$ cat src/hw/lacr_cfg.svh
// Register map, field positions, reset values and fixed counts of the regulator
`ifndef LACR_CFG_SVH
`define LACR_CFG_SVH

// ==========================================================================
// Register offsets (byte addresses)
`define LACR_ADDR_CONFIG 8'h00
`define LACR_ADDR_VEL_LOW 8'h04
`define LACR_ADDR_VEL_HIGH 8'h08
`define LACR_ADDR_STATUS 8'h0c
`define LACR_ADDR_IRQ_STAT 8'h10
`define LACR_ADDR_IRQ_MASK 8'h14

// ==========================================================================
// Configuration register fields
`define LACR_LOWER_LSB 0
`define LACR_UPPER_LSB 4
`define LACR_INC_LSB 8
`define LACR_DEC_LSB 10
`define LACR_MIN_BIT 12
`define LACR_FILT_BIT 13
`define LACR_RUN_LSB 16
`define LACR_CONFIG_MASK 32'h001f_3fff
`define LACR_RST_CONFIG 32'h001f_0000
`define LACR_RST_SCALE 5'h1f

// ==========================================================================
// Status and interrupt fields
`define LACR_ST_SCALE_LSB 0
`define LACR_ST_STALL_BIT 5
`define LACR_ST_ACTIVE_BIT 6
`define LACR_ST_LOAD_LSB 16
`define LACR_IRQ_RAISE 0
`define LACR_IRQ_LOWER 1
`define LACR_IRQ_STALL 2
`define LACR_RST_IRQ 3'h0

// ==========================================================================
// Fixed counts
`define LACR_THRESH_ZEROS 5'h00
`define LACR_FILTER_LAST 2'h3
`define LACR_DEC_COUNT_0 6'h20
`define LACR_DEC_COUNT_1 6'h08
`define LACR_DEC_COUNT_2 6'h02
`define LACR_DEC_COUNT_3 6'h01

`endif

$ cat src/hw/lacr_pkg.sv
// Types shared by the load-adaptive current regulator
package lacr_pkg;
	typedef logic [4:0] lacr_scale_t;
	typedef logic [9:0] lacr_load_t;
	typedef enum logic [1:0] {
		lacr_inc_1,
		lacr_inc_2,
		lacr_inc_4,
		lacr_inc_8
	} lacr_inc_code_t;
	typedef enum logic [1:0] {
		lacr_dec_per_32,
		lacr_dec_per_8,
		lacr_dec_per_2,
		lacr_dec_per_1
	} lacr_dec_code_t;
endpackage

$ cat src/hw/lacr_load_filter.sv
// Optional four-reading average of the load measurement
`timescale 1ns/1ns
`default_nettype none
`include "lacr_cfg.svh"

module lacr_load_filter (
	input wire logic i_clk,
	input wire logic i_reset,
	input wire logic i_filter_enable,
	input wire logic i_valid,
	input wire lacr_pkg::lacr_load_t i_load,
	output logic o_valid,
	output lacr_pkg::lacr_load_t o_load
);
	logic [1:0] cnt_reg;
	logic [11:0] sum_reg;
	logic [11:0] sum_all;

	assign sum_all = sum_reg + {2'h0, i_load};

	always_ff @(posedge i_clk or posedge i_reset) begin
		if (i_reset) begin
			cnt_reg <= 2'h0;
			sum_reg <= 12'h000;
		end else if (!i_filter_enable) begin
			cnt_reg <= 2'h0;
			sum_reg <= 12'h000;
		end else if (i_valid) begin
			if (cnt_reg == `LACR_FILTER_LAST) begin
				cnt_reg <= 2'h0;
				sum_reg <= 12'h000;
			end else begin
				cnt_reg <= cnt_reg + 2'h1;
				sum_reg <= sum_all;
			end
		end
	end

	// One result per reading, or per fourth reading when averaging
	always_ff @(posedge i_clk or posedge i_reset) begin
		if (i_reset) begin
			o_valid <= 1'b0;
			o_load <= 10'h000;
		end else begin
			o_valid <= i_valid && (!i_filter_enable ||
				cnt_reg == `LACR_FILTER_LAST);
			if (i_valid)
				o_load <= i_filter_enable ? sum_all[11:2] : i_load;
		end
	end
endmodule
`default_nettype wire

$ cat src/hw/lacr_velocity_gate.sv
// Window of step periods inside which regulation and stall report run
`timescale 1ns/1ns
`default_nettype none

module lacr_velocity_gate #(
	parameter int PERIOD_W = 20
) (
	input wire logic i_clk,
	input wire logic i_reset,
	input wire logic [PERIOD_W-1:0] i_step_period,
	input wire logic [PERIOD_W-1:0] i_lower_velocity_threshold,
	input wire logic [PERIOD_W-1:0] i_upper_velocity_threshold,
	output logic o_enable
);
	// Long period means slow motor: lower velocity bound is a period ceiling
	always_ff @(posedge i_clk or posedge i_reset) begin
		if (i_reset)
			o_enable <= 1'b0;
		else
			o_enable <= (i_step_period <= i_lower_velocity_threshold) &&
				(i_step_period >= i_upper_velocity_threshold);
	end
endmodule
`default_nettype wire

$ cat src/hw/lacr_regulator.sv
// Load-adaptive current regulator with register port and interrupt
`timescale 1ns/1ns
`default_nettype none
`include "lacr_cfg.svh"

// How it works
// - Lower threshold is 4-bit field times 32, compared to 10-bit load.
// - Load below lower threshold raises the current scale of both coils.
// - Upper threshold is (lower + upper offset + 1) times 32.
// - Each low reading adds 1, 2, 4 or 8 to the scale.
// - One decrement per 32, 8, 2 or 1 readings at or above upper.
// - Minimum-current bit sets floor at half or quarter of run current.
// - Slower than the lower velocity threshold: regulation and stall off.
// - Faster than the upper velocity threshold: regulation and stall off.
// - Actual scale 0..31 is readable, bounded by run current and floor.
// - One load reading per full step drives one regulation decision.
// - Filter averages four readings, quartering the regulation rate.
module lacr_regulator #(
	parameter int PERIOD_W = 20
) (
	input wire logic i_clk,
	input wire logic i_reset,
	input wire logic [7:0] i_addr,
	input wire logic [31:0] i_wdata,
	input wire logic i_wr,
	input wire logic i_rd,
	input wire logic i_meas_valid,
	input wire lacr_pkg::lacr_load_t i_load_value,
	input wire logic [PERIOD_W-1:0] i_measured_step_period,
	output logic [31:0] o_rdata,
	output lacr_pkg::lacr_scale_t o_actual_current_scale,
	output logic o_stall,
	output logic o_irq
);
	if (PERIOD_W < 1 || PERIOD_W > 32) begin : g_bad_width
		$error("PERIOD_W must lie between 1 and 32");
	end

	// ======================================================================
	// Registers and decoded fields
	logic [31:0] config_reg;
	logic [PERIOD_W-1:0] vel_low_reg;
	logic [PERIOD_W-1:0] vel_high_reg;
	logic [2:0] irq_stat_reg;
	logic [2:0] irq_stat_next;
	logic [2:0] irq_mask_reg;
	lacr_pkg::lacr_scale_t scale_reg;
	lacr_pkg::lacr_scale_t scale_next;
	logic [5:0] dec_cnt_reg;
	logic [5:0] dec_cnt_next;
	logic stall_reg;
	logic stall_next;
	lacr_pkg::lacr_load_t last_load_reg;

	logic [3:0] lower_load_threshold;
	logic [3:0] upper_threshold_offset;
	lacr_pkg::lacr_inc_code_t current_increment_width;
	lacr_pkg::lacr_dec_code_t decrement_reading_count;
	logic minimum_current_select;
	logic filter_enable;
	lacr_pkg::lacr_scale_t run_current_setting;

	assign lower_load_threshold = config_reg[`LACR_LOWER_LSB +: 4];
	assign upper_threshold_offset = config_reg[`LACR_UPPER_LSB +: 4];
	assign current_increment_width =
		lacr_pkg::lacr_inc_code_t'(config_reg[`LACR_INC_LSB +: 2]);
	assign decrement_reading_count =
		lacr_pkg::lacr_dec_code_t'(config_reg[`LACR_DEC_LSB +: 2]);
	assign minimum_current_select = config_reg[`LACR_MIN_BIT];
	assign filter_enable = config_reg[`LACR_FILT_BIT];
	assign run_current_setting = config_reg[`LACR_RUN_LSB +: 5];

	// ======================================================================
	// Measurement path and velocity window
	logic f_valid;
	lacr_pkg::lacr_load_t f_load;
	logic gate_en;

	lacr_load_filter u_filter (
		.i_clk(i_clk),
		.i_reset(i_reset),
		.i_filter_enable(filter_enable),
		.i_valid(i_meas_valid),
		.i_load(i_load_value),
		.o_valid(f_valid),
		.o_load(f_load)
	);

	lacr_velocity_gate #(
		.PERIOD_W(PERIOD_W)
	) u_gate (
		.i_clk(i_clk),
		.i_reset(i_reset),
		.i_step_period(i_measured_step_period),
		.i_lower_velocity_threshold(vel_low_reg),
		.i_upper_velocity_threshold(vel_high_reg),
		.o_enable(gate_en)
	);

	// ======================================================================
	// Thresholds, step widths and floor
	lacr_pkg::lacr_load_t lower_thr;
	lacr_pkg::lacr_load_t upper_thr;
	logic [4:0] upper_sum;
	lacr_pkg::lacr_scale_t inc_step;
	logic [5:0] inc_sum;
	logic [5:0] dec_target;
	logic [5:0] run_plus_one;
	logic [5:0] floor_count;
	lacr_pkg::lacr_scale_t floor_scale;
	logic reg_on;
	logic below;
	logic above;

	assign lower_thr = {1'b0, lower_load_threshold, `LACR_THRESH_ZEROS};
	assign upper_sum = {1'b0, lower_load_threshold} +
		{1'b0, upper_threshold_offset} + 5'h01;
	assign upper_thr = {upper_sum, `LACR_THRESH_ZEROS};
	assign below = f_load < lower_thr;
	assign above = f_load >= upper_thr;
	assign inc_step = 5'h01 << current_increment_width;
	assign inc_sum = {1'b0, scale_reg} + {1'b0, inc_step};

	always_comb begin
		unique case (decrement_reading_count)
			lacr_pkg::lacr_dec_per_32: dec_target = `LACR_DEC_COUNT_0;
			lacr_pkg::lacr_dec_per_8: dec_target = `LACR_DEC_COUNT_1;
			lacr_pkg::lacr_dec_per_2: dec_target = `LACR_DEC_COUNT_2;
			lacr_pkg::lacr_dec_per_1: dec_target = `LACR_DEC_COUNT_3;
		endcase
	end

	// Scale n means (n+1)/32, so the fraction is taken of n+1
	assign run_plus_one = {1'b0, run_current_setting} + 6'h01;
	assign floor_count = minimum_current_select ?
		(run_plus_one >> 2) : (run_plus_one >> 1);
	assign floor_scale = (floor_count == 6'h00) ? 5'h00 :
		floor_count[4:0] - 5'h01;

	assign reg_on = gate_en && (lower_load_threshold != 4'h0);

	// ======================================================================
	// Regulation decision, one per delivered reading
	logic raise_evt;
	logic lower_evt;

	always_comb begin
		scale_next = scale_reg;
		dec_cnt_next = dec_cnt_reg;
		raise_evt = 1'b0;
		lower_evt = 1'b0;
		if (!reg_on) begin
			// Outside the window or switched off: plain run current
			scale_next = run_current_setting;
			dec_cnt_next = 6'h00;
		end else begin
			if (f_valid) begin
				if (below) begin
					scale_next = (inc_sum > {1'b0, run_current_setting}) ?
						run_current_setting : inc_sum[4:0];
					dec_cnt_next = 6'h00;
					raise_evt = 1'b1;
				end else if (above) begin
					if (dec_cnt_reg + 6'h01 >= dec_target) begin
						dec_cnt_next = 6'h00;
						scale_next = (scale_reg > floor_scale) ?
							scale_reg - 5'h01 : floor_scale;
						lower_evt = 1'b1;
					end else begin
						dec_cnt_next = dec_cnt_reg + 6'h01;
					end
				end else begin
					// A reading in the band restarts the decrement count
					dec_cnt_next = 6'h00;
				end
			end
			// Clamp again so that a new run or floor setting acts at once
			if (scale_next > run_current_setting)
				scale_next = run_current_setting;
			if (scale_next < floor_scale)
				scale_next = floor_scale;
		end
	end

	always_ff @(posedge i_clk or posedge i_reset) begin
		if (i_reset) begin
			scale_reg <= `LACR_RST_SCALE;
			dec_cnt_reg <= 6'h00;
		end else begin
			scale_reg <= scale_next;
			dec_cnt_reg <= dec_cnt_next;
		end
	end

	// ======================================================================
	// Stall indication
	always_comb begin
		stall_next = stall_reg;
		if (!gate_en)
			stall_next = 1'b0;
		else if (f_valid)
			stall_next = (f_load == 10'h000);
	end

	always_ff @(posedge i_clk or posedge i_reset) begin
		if (i_reset) begin
			stall_reg <= 1'b0;
			last_load_reg <= 10'h000;
		end else begin
			stall_reg <= stall_next;
			if (f_valid)
				last_load_reg <= f_load;
		end
	end

	// ======================================================================
	// Interrupt status: set beats a simultaneous write-one clear
	logic [2:0] irq_clear;
	logic [2:0] irq_set;

	assign irq_clear = (i_wr && i_addr == `LACR_ADDR_IRQ_STAT) ?
		i_wdata[2:0] : 3'h0;
	assign irq_set = {stall_next && !stall_reg, lower_evt, raise_evt};
	assign irq_stat_next = (irq_stat_reg & ~irq_clear) | irq_set;

	always_ff @(posedge i_clk or posedge i_reset) begin
		if (i_reset) begin
			irq_stat_reg <= `LACR_RST_IRQ;
			o_irq <= 1'b0;
		end else begin
			irq_stat_reg <= irq_stat_next;
			o_irq <= |(irq_stat_next & irq_mask_reg);
		end
	end

	// ======================================================================
	// Register writes
	always_ff @(posedge i_clk or posedge i_reset) begin
		if (i_reset) begin
			config_reg <= `LACR_RST_CONFIG;
			vel_low_reg <= '0;
			vel_high_reg <= '0;
			irq_mask_reg <= `LACR_RST_IRQ;
		end else if (i_wr) begin
			unique case (i_addr)
				`LACR_ADDR_CONFIG: config_reg <= i_wdata & `LACR_CONFIG_MASK;
				`LACR_ADDR_VEL_LOW: vel_low_reg <= i_wdata[PERIOD_W-1:0];
				`LACR_ADDR_VEL_HIGH: vel_high_reg <= i_wdata[PERIOD_W-1:0];
				`LACR_ADDR_IRQ_MASK: irq_mask_reg <= i_wdata[2:0];
				default: ;
			endcase
		end
	end

	// ======================================================================
	// Register reads: data valid only in the cycle after the strobe
	logic [31:0] status_word;

	always_comb begin
		status_word = 32'h0000_0000;
		status_word[`LACR_ST_SCALE_LSB +: 5] = scale_reg;
		status_word[`LACR_ST_STALL_BIT] = stall_reg;
		status_word[`LACR_ST_ACTIVE_BIT] = reg_on;
		status_word[`LACR_ST_LOAD_LSB +: 10] = last_load_reg;
	end

	always_ff @(posedge i_clk or posedge i_reset) begin
		if (i_reset) begin
			o_rdata <= 32'h0000_0000;
		end else if (i_rd) begin
			unique case (i_addr)
				`LACR_ADDR_CONFIG: o_rdata <= config_reg;
				`LACR_ADDR_VEL_LOW: o_rdata <= 32'(vel_low_reg);
				`LACR_ADDR_VEL_HIGH: o_rdata <= 32'(vel_high_reg);
				`LACR_ADDR_STATUS: o_rdata <= status_word;
				`LACR_ADDR_IRQ_STAT: o_rdata <= {29'h0, irq_stat_reg};
				`LACR_ADDR_IRQ_MASK: o_rdata <= {29'h0, irq_mask_reg};
				default: o_rdata <= 32'h0000_0000;
			endcase
		end else begin
			o_rdata <= 32'h0000_0000;
		end
	end

	assign o_actual_current_scale = scale_reg;
	assign o_stall = stall_reg;
endmodule
`default_nettype wire

$ cat config.mk
export PLATFORM = sky130hd
export DESIGN_NAME = lacr_regulator
export DESIGN_NICKNAME = d
export VERILOG_FILES = /design/src/hw/lacr_pkg.sv /design/src/hw/lacr_load_filter.sv /design/src/hw/lacr_velocity_gate.sv /design/src/hw/lacr_regulator.sv
export VERILOG_INCLUDE_DIRS = /design/src /design/src/hw
export SDC_FILE = /design/constraint.sdc
export NUM_CORES = 1
export LEC_CHECK = 0
export BUFFER_PORTS_ARGS = -buffer_cell sky130_fd_sc_hd__buf_4
export CAP_MARGIN = 20
export CORE_MARGIN = 3
export CORE_UTILIZATION = 45
export DETAILED_ROUTE_END_ITERATION = 10
export PLACE_DENSITY_LB_ADDON = 0.25
export SLEW_MARGIN = 20
export SYNTH_ARGS = -nofsm -noshare
export SYNTH_HDL_FRONTEND = slang
export SYNTH_SLANG_ARGS = --single-unit
$ cat constraint.sdc
create_clock -name i_clk -period 6.2 [get_ports i_clk]
set_input_delay 1.24 -clock i_clk [delete_from_list [all_inputs] [get_ports i_clk]]
set_output_delay 1.24 -clock i_clk [all_outputs]
set_load 0.03 [all_outputs]
# [After elaboration in Yosys (flattened, before gate mapping)]
# Cells that the tools add are included.
[op_classes] shifts=1 n_eq_ne=11 n_lt_le_gt_ge=9 reduce_logical=18 n_addsub=9 muxes=39 bitwise=4
[ops] operator="26-bit one-hot mux with 6 select lines" n=1
[ops] operator="5-bit 2-to-1 mux" n=13
[ops] operator="12-bit 2-to-1 mux" n=3
[ops] operator="32-bit 2-to-1 mux" n=1
[ops] operator="6-bit 2-to-1 mux" n=5
[ops] operator="6-bit one-hot mux with 4 select lines" n=1
[ops] operator="20-bit greater-or-equal comparator" n=1
[ops] operator="20-bit <= comparator" n=1
[ops] operator="8-bit by 4-bit == test with 1-bit output (second input constant)" n=2
[ops] operator="8-bit by 5-bit == test with 1-bit output (second input constant)" n=2
[ops] operator="12-bit by 10-bit adder with 12-bit output" n=1
[ops] operator="10-bit greater-or-equal comparator" n=1
[ops] operator="5-bit greater-than comparator" n=2
[ops] operator="10-bit logical NOT" n=1
[ops] operator="10-bit by 9-bit less-than comparator with 1-bit output" n=1
[ops] operator="1-bit 2-to-1 mux" n=10
[ops] operator="10-bit 2-to-1 mux" n=1
[ops] operator="5-bit by 1-bit subtractor with 5-bit output (second input constant)" n=2
[ops] operator="8-bit by 3-bit == test with 1-bit output (second input constant)" n=1
[ops] operator="8-bit logical NOT" n=1
[ops] operator="2-bit AND reduction" n=4
[ops] operator="5-bit by 1-bit adder with 6-bit output (second input constant)" n=1
[ops] operator="5-bit by 5-bit adder with 6-bit output" n=1
[ops] operator="6-bit by 1-bit adder with 6-bit output (second input constant)" n=1
[ops] operator="other kinds (23)" n=33
[totals] register_bits=146 elab_cells=107

# [Depth between registers and ports, before layout]
# Gate-level depths: netlist (run 1).
[depth] depth_word=17 depth_mapped=36 depth_no_buf=33

# [Cells and area by module]
# Synthesis (run 1) repeated with hierarchy kept, for this count alone.
[unflattened] hier_cells=946 hier_area_um2=9301.4
[by_module_without_submodules] mod="lacr_regulator" area_each_um2=6716.4 seq_area_each_um2=2865.2 instances=1 cells_each=648
[by_module_without_submodules] mod="lacr_load_filter" area_each_um2=1555.2 seq_area_each_um2=625.6 instances=1 cells_each=159
[by_module_without_submodules] mod="lacr_velocity_gate" area_each_um2=1029.7 seq_area_each_um2=25.0 instances=1 cells_each=139

# [Least setup slack after synthesis (run 1)]
# OpenSTA, ideal clock, no wires.
[synth_timing] path_kind="register to register" start="reg config_reg[16]" end="reg scale_reg[4], in the netlist o_actual_current_scale[4]" slack_ns=-0.542 arrival_time_ns=6.659 path_stages_with_launch=31 required_ns=6.116 path_cell_list="dfstp_2 > ha_1 > buf_6 > xor2_1 > mux2i_1 > ha_1 > clkbuf_4 > nand4_1 > mux2_2 > o211ai_1 > inv_1 > ha_1 > and4_1 > a21oi_1 > o31a_1 > buf_2 > mux2i_1 > o32ai_1 > a2bb2oi_1 > ha_1 > nor2b_1 > o21a_1 > o21a_1 > o21ai_0 > a21o_1 > mux2_2 > ha_1 > o2111ai_1 > o21ai_0 > o21bai_4 > a311o_1"
[synth_via] elab_chain_len=17
[synth_lines] item="from (decl)" line_no="lacr_regulator.sv:41" rtl="logic [31:0] config_reg;"
[synth_lines] item="from (signal assigned)" line_no="lacr_regulator.sv:240" rtl="config_reg <= `LACR_RST_CONFIG;"
[synth_lines] item="from (signal assigned)" line_no="lacr_regulator.sv:246" rtl="`LACR_ADDR_CONFIG: config_reg <= i_wdata & `LACR_CONFIG_MASK;"
[synth_lines] item="5-bit by 1-bit adder with 6-bit output" line_no="lacr_regulator.sv:134" rtl="assign run_plus_one = {1'b0, run_current_setting} + 6'h01;"
[synth_lines] item="5-bit 2-to-1 mux" line_no="lacr_regulator.sv:135" rtl="assign floor_count = minimum_current_select ?"
[synth_lines] item="5-bit by 1-bit subtractor with 5-bit output or 6-bit logical NOT (tied branches)" line_no="lacr_regulator.sv:138, lacr_regulator.sv:137"
[synth_lines] item="5-bit 2-to-1 mux" line_no="lacr_regulator.sv:137" rtl="assign floor_scale = (floor_count == 6'h00) ? 5'h00 :"
[synth_lines] item="5-bit greater-than comparator" line_no="lacr_regulator.sv:166" rtl="scale_next = (scale_reg > floor_scale) ?"
[synth_lines] item="5-bit 2-to-1 mux" line_no="lacr_regulator.sv:166"
[synth_lines] item="5-bit 2-to-1 mux" line_no="lacr_regulator.sv:164" rtl="if (dec_cnt_reg + 6'h01 >= dec_target) begin"
[synth_lines] item="5-bit 2-to-1 mux" line_no="lacr_regulator.sv:163" rtl="end else if (above) begin"
[synth_lines] item="[2 not listed]"
[synth_lines] item="5-bit 2-to-1 mux" line_no="lacr_regulator.sv:152" rtl="if (!reg_on) begin"
[synth_lines] item="5-bit greater-than comparator" line_no="lacr_regulator.sv:178" rtl="if (scale_next > run_current_setting)"
[synth_lines] item="5-bit 2-to-1 mux" line_no="lacr_regulator.sv:178"
[synth_lines] item="5-bit 2-to-1 mux" line_no="lacr_regulator.sv:152"
[synth_lines] item="5-bit less-than comparator" line_no="lacr_regulator.sv:180" rtl="if (scale_next < floor_scale)"
[synth_lines] item="5-bit 2-to-1 mux (*)" line_no="lacr_regulator.sv:180"
[synth_lines] item="5-bit 2-to-1 mux (*)" line_no="lacr_regulator.sv:152"
[synth_lines] item="named net scale_next[4]" line_no="lacr_regulator.sv:48" rtl="lacr_pkg::lacr_scale_t scale_next;"
[synth_lines] item="to (signal assigned)" line_no="lacr_regulator.sv:187" rtl="scale_reg <= `LACR_RST_SCALE;"
[synth_lines] item="to (signal assigned)" line_no="lacr_regulator.sv:190" rtl="scale_reg <= scale_next;"
[synth_lines] item="to (decl)" line_no="lacr_regulator.sv:47" rtl="lacr_pkg::lacr_scale_t scale_reg;"
# The timed path passes the listed nets; every way through them passes the cells marked *. The select of a mux whose other input is x is not followed.
# A chain may end at the register's enable or synchronous reset.

# [Worst setup path after layout (run 1)]
[layout_timing] start="reg config_reg[17]" end="reg scale_reg[4], in the netlist o_actual_current_scale[4]"
# Same word-level chain as after synthesis.

==> results of run 1 <==
layout by cell type, fill, tap and decap left out, types with 13 or more instances in the layout:
master / synthesis / routed
nor2b_1: 39 / 38
a21oi_1: 59 / 56
a21o_1: 26 / 26
mux2i_1: 21 / 20
nand2_1: 48 / 47
inv_1: 73 / 71
nand4_1: 13 / 13
clkbuf_16: 0 / 17
o21ai_0: 23 / 18
dfrtp_1: 130 / 130
mux2_2: 80 / 77
ha_1: 94 / 86
buf_4: 7 / 176
nand3_1: 17 / 15
nor2_1: 67 / 66
xnor2_1: 16 / 15
layout make-up:
class                      instances  area share [%]
multi-input combinational        664            47.8
tap                              270            2.88
sequential                       140            29.9
inverter                          74            2.41
timing repair buffer             180            11.6
clock buffer                      19            3.85
clock inverter                    13            1.51
worst max-delay path by stage:
stage	startpoint	end	slack, ns	cells past startpoint
2_1_floorplan	config_reg[16]	o_actual_current_scale[4]	-0.08	31
3_3_place_gp	config_reg[17]	o_actual_current_scale[4]	-0.08	30
3_5_place_dp	config_reg[17]	o_actual_current_scale[4]	-0.17	30
4_1_cts	config_reg[17]	o_actual_current_scale[4]	0.009	29
5_1_grt	config_reg[16]	o_actual_current_scale[4]	-0.40	29
6_report	config_reg[17]	o_actual_current_scale[4]	-0.12	30
what timing repair did:
action	in CTS	in global routing
buffers inserted	34	10
pin swaps	12	14
setup endpoints to repair	5	5
gates resized for setup	9	27
cell families (layout without fill, tap and decap cells):
| group | after synthesis | after routing | share of synthesized area (%) |
|---|---|---|---|
| buffers and inverters | 115 | 286 | 5.23 |
| adder cells (fa/ha/maj) | 97 | 97 | 13.3 |
| AND/OR/NAND/NOR | 244 | 244 | 13.6 |
| other | 1 | 6 | 0.0402 |
| flip-flops | 140 | 140 | 37.7 |
| multiplexers | 112 | 112 | 14.6 |
| XOR/XNOR | 24 | 24 | 2.25 |
| AO/OA/AOI/OAI | 181 | 181 | 13.3 |
per-stage QoR:
step	utilization [%]	setup slack (ns)	TNS, ns	std cells
after global placement	52.3	-0.0837	-0.125	1287
after global routing	57.9	-0.399	-1.60	1360
after CTS	56.9	0.00877	0	1351
final	57.9	-0.118	-0.212	1360
after detailed placement	52.3	-0.171	-0.535	1287
after floorplan	-	-0.0782	-0.0782	919
power groups by stage:
stage               Sequential, W  Combinational [W]  Clock (W)
finish                    0.00100           0.000753    0.00109
global placement          0.00102           0.000609          0
floorplan                 0.00100           0.000429          0
CTS                       0.00100           0.000665    0.00111
detailed placement        0.00102           0.000619          0
global route              0.00101           0.000819    0.00115
layer usage:
layer  global-route usage [%]  part of all wire, %  vias to the layer above  wire length (um)
met5                        0                    0                        -                 0
met4                     7.41                  1.9                        0               471
met3                     4.45                  4.7                       38              1180
met2                     35.5                   47                      193             11800
met1                     30.6                   46                     3631             11600
li1                         -                    -                     3587                 -
==> run metrics, run 1 <==
mapped cell area=0.00933 sq mm; synthesized area per cell=slightly above 10 sq um; Root Driver=clkbuf_16; worst slew pin tran=1.11 ns; Area Growth Syn to Fin=26.0%; number of flip-flops in the largest register=26; number of global-route vias before repair=7568; Critical R2R Launch=config_reg[17]; worst setup margin=-0.118 ns; total clock sinks=140; Worst-path clk slew=approximately 0.060 ns; kind of critical path=flip-flop to flip-flop; # IOs=114; unique cell type count in the Yosys netlist=76; worst reg2reg path depth=30; Critical path buffers and inverters=3; routed vias=around 7400; Synth top area share=about a third; crit path capture type=flip-flop; Tmin final=6.32 ns; Post-Syn Instances=roughly 900; core area=roughly 0.020 sq mm; Top FF cell, synth=dfrtp_1; RSZ-0062 raised after global routing=true; Worst-Skew Late Latency=approximately 0.42 ns; overall routing resource usage=between 20% and 30%; most frequent cell on the critical path=ha_4; sw power=between 0.0008 and 0.0009 W; switch share=between 20 and 30%; final net count=~1200; # hold bufs at CTS=0; GPL Wtd Cong=around 0.88; drt drc=0; CP required=6.53 ns; worst-path fanout max=8; Worst path slowest cell=dfstp_2; clock skew=about 0.012 ns; PortBufs=96; Setup violations, final=3; worst hold slack=slightly below 0.5 ns; CTS Buf Count=17; first-pass GRT wire length=approximately 39000 um; TritonRoute pass-1 iters=5; run status=complete, but fails checks; final hold violations=0; antenna viol nets, final=0; drt wl/cell=between 15 and 20 um; Cells on Worst Hold Path=1; Sequential Area=0.00352 sq mm; Worst R2R End=o_actual_current_scale[4]; PD cells=242 mW/mm^2; Flop pwr share=around a third; Max-Cap Viols=0; failing checks=negative setup slack; clock share of power=a little under two fifths; family with the most delay on the worst path=compound AO/OA/AOI/OAI gates; DIE AREA=between 0.02 and 0.025 sq mm; Total Power=0.00285 W; Fmax achieved=between 150 and 200 MHz; CTS tree=built; # diodes=0; layout cells sized above 1=approximately a third; largest net degree at the start of global routing=105; Worst Path Arrival=6.65 ns; Final period util=102%; GR Overflow Total=0; Multi-input gate area=about 0.0056 sq mm; FP Rows=52; Detail Placement HPWL=17400 um; H-tree depth=4; FF+latch count, synth=140; max-slew violations=0; Hold Crit Class=flip-flop to flip-flop; design area=about 0.012 sq mm; initial antenna violation count=0; hold path endpoint=o_rdata[21]; hold_sp=last_load_reg[5]; nature of the critical path startpoint=flip-flop; slowest stage delay, CP=0.60 ns; Synth area leader=dfrtp_1; die width=150 um; worst reg2reg setup slack=-0.12 ns; VDD IR max=about 0.20 mV; CTS Buffer Depth=2; Area contributors post-synth=dfrtp_1 (35%), ha_1 (13%), mux2_2 (9.7%), a21oi_1 (3.2%), inv_1 (2.9%); number of enable flip-flop cells after synthesis=0; most numerous cell in the Yosys netlist=dfrtp_1; combinational share of power=a little over a quarter; DR iter-0 viols=~340; sequential element share of the synthesized area=37.7%; Async S/R FF share, synth=100%; routed wire length=about 25000 um; top cell types by occurrence after synthesis=dfrtp_1 (130), ha_1 (94), mux2_2 (80); post-DR vias/cell=5.48; LEAKAGE=around 5.5 nW; slew margin rel.=about a quarter; die span in y=150 um; Int Pwr=roughly 0.002 W; fill cell count=1740; Post-Place Cell Area=roughly 0.011 sq mm; Yosys warning count=0; starting density of the core=45.9%
Note: power is estimated with default switching activity, not from simulation.
==> run 2: changes to the inputs <==
--- a/config.mk
+++ b/config.mk
@@ -9,7 +9,7 @@
 export BUFFER_PORTS_ARGS = -buffer_cell sky130_fd_sc_hd__buf_4
 export CAP_MARGIN = 20
 export CORE_MARGIN = 3
-export CORE_UTILIZATION = 45
+export CORE_UTILIZATION = 54
 export DETAILED_ROUTE_END_ITERATION = 10
 export PLACE_DENSITY_LB_ADDON = 0.25
 export SLEW_MARGIN = 20
==> run 2 against run 1 <==
Against the previous run: the flow still finishes with violations (negative setup slack); clock-buffer cell count increased by 3; final cell count decreased by 6.0%; total power decreased by 2.2%; critical path depth unchanged; largest cell class unchanged; maximum frequency increased by 0.89%; setup slack improved by 0.056 ns; utilization increased by 10 points; wire length decreased by 3.9%; hold slack improved by 0.0059 ns.
==> run metrics, run 2 (synthesis results as in run 1) <==
run status=complete, but fails checks; failing checks=negative setup slack; die span in y=~140 um; Worst Path Arrival=approximately 6.6 ns; die width=approximately 140 um; GR Overflow Total=0; post-DR vias/cell=just under 6; Crit. Startpoint=config_reg[16]; drt drc=0; total clock sinks=140; layout cells sized above 1=between 30 and 40%; TritonRoute pass-1 iters=5; worst slew pin tran=1.08 ns; Root Driver=clkbuf_16; CTS Buffer Depth=2; Area Growth Syn to Fin=22.1%; Placed Instances=between 1000 and 1500; CTS Buf Count=17; largest net degree at the start of global routing=around 100; worst-path fanout max=6; # IOs=between 100 and 150; hold_sp=last_load_reg[5]; FP Rows=47; H-tree depth=4; Post-Place Cell Area=roughly 0.011 sq mm; CP required=between 6 and 7 ns; final hold violations=0; CTS tree=built; DR iter-0 viols=between 400 and 500; number of flip-flops in the largest register=26; RSZ-0062 raised after global routing=true; Total Power=0.00279 W; starting density of the core=between 50% and 60%; Cells on Worst Hold Path=1; Hold Crit Class=flip-flop to flip-flop; drt wl/cell=about 19 um; slowest stage delay, CP=0.59 ns; Tmin final=6.26 ns; fin cells=between 1000 and 1500; Critical R2R Launch=config_reg[16]; GPL Wtd Cong=~0.9; Fmax achieved=between 150 and 200 MHz; Detail Placement HPWL=~17000 um; Final period util=101%; met1 Use GR=a little over a third; initial antenna violation count=0; DIE AREA=~0.019 sq mm; most common cell after layout, fill and taps aside=buf_4; PD cells=245 mW/mm^2; design area=roughly 0.011 sq mm; overall routing resource usage=between 20% and 30%; VDD IR max=roughly 0.20 mV; PortBufs=96; most frequent cells in the layout=buf_4 (146), dfrtp_1 (130), ha_1 (87); first-pass GRT wire length=between 30000 and 40000 um; slew margin rel.=approximately 28%; # diodes=0; met3 Usage GRT=between 5 and 6%; number of global-route vias before repair=approximately 7400; kind of critical path=flip-flop to flip-flop; worst setup margin=-0.0624 ns; Max-Cap Viols=0; clock skew=between 0.008 and 0.009 ns; worst hold slack=0.497 ns; core area=0.0168 sq mm; fill cell count=around 1300; crit path capture type=flip-flop; routed vias=approximately 7500; routed wire length=approximately 24000 um; # hold bufs at CTS=0; Sequential Area=roughly 0.0035 sq mm; Worst-path clk slew=roughly 0.060 ns; final net count=around 1200; Setup violations, final=5; M2 GR Usage=between 40% and 50%; Worst path slowest cell=dfstp_2; Worst-Skew Late Latency=0.42 ns; Multi-input gate area=about 0.0056 sq mm; LEAKAGE=between 5 and 6 nW; pre-CTS setup slack=-0.0760 ns; worst reg2reg path depth=30; nature of the critical path startpoint=flip-flop; max-slew violations=0; antenna viol nets, final=0; Most Crowded Layer GR=met2
[run 2: changes by cell type in the layout (fill, tap and decap cells not counted), moves of 2 or more]
cell / change
clkinvlp_4: -2
clkbuf_1: +3
buf_4: -30
buf_6: -2
clkinv_2: +3
inv_6: -4
[run 2: area by class of cell]
cell class,count,area share (%)
multi-input combinational,664,49.1
sequential,140,30.9
timing repair buffer,148,9.82
clock buffer,22,4.08
inverter,74,2.48
tap,220,2.42
clock inverter,10,1.23
[run 2: worst paths after layout]
check	slack (ns)	endpoint
min in group asynchronous	1.02	o_rdata[6]
max in group asynchronous	4.13	vel_high_reg[4]
min	0.50	o_rdata[21]
max reg2reg	-0.06	o_actual_current_scale[3]
min reg2reg	0.50	o_rdata[21]
max	-0.06	o_actual_current_scale[3]
[run 2: worst max-delay path, delay by kind of cell, from the launching register on]
| family | cells | cell delay (ns) |
|---|---|---|
| DFF | 1 | 0.59 |
| xor gates and xnor gates | 1 | 0.20 |
| buffers and inverters | 3 | 0.44 |
| muxes | 2 | 0.46 |
| and+or+nand+nor | 4 | 0.81 |
| AOI/OAI and AO/OA | 15 | 2.54 |
| adders and majority gates | 5 | 1.12 |
[run 2: report_power, final]
group / internal (W) / switching [W]
Combinational: 0.000365 / 0.000360
Clock: 0.000655 / 0.000396
Sequential: 0.000958 / 0.0000526
Total: 0.00198 / 0.000809
[run 2: what timing repair did]
action	CTS	global route
buffers inserted	8	7
gates resized for setup	10	20
pin swaps	9	22
endpoints found under the setup margin	4	5
[run 2: stage by stage]
stage           TNS, ns  utilization (%)
2_1_floorplan   -0.0782                -
3_3_place_gp          0             62.7
3_5_place_dp     -0.162             62.7
4_1_cts        -0.00458             67.0
5_1_grt           -1.76             67.9
6_report         -0.231             67.9
[run 2: routing by layer]
layer,vias up,share of wire (%)
met5,-,0
met3,51,6.2
met1,3653,44
li1,3530,-
met2,257,46
met4,0,3.4
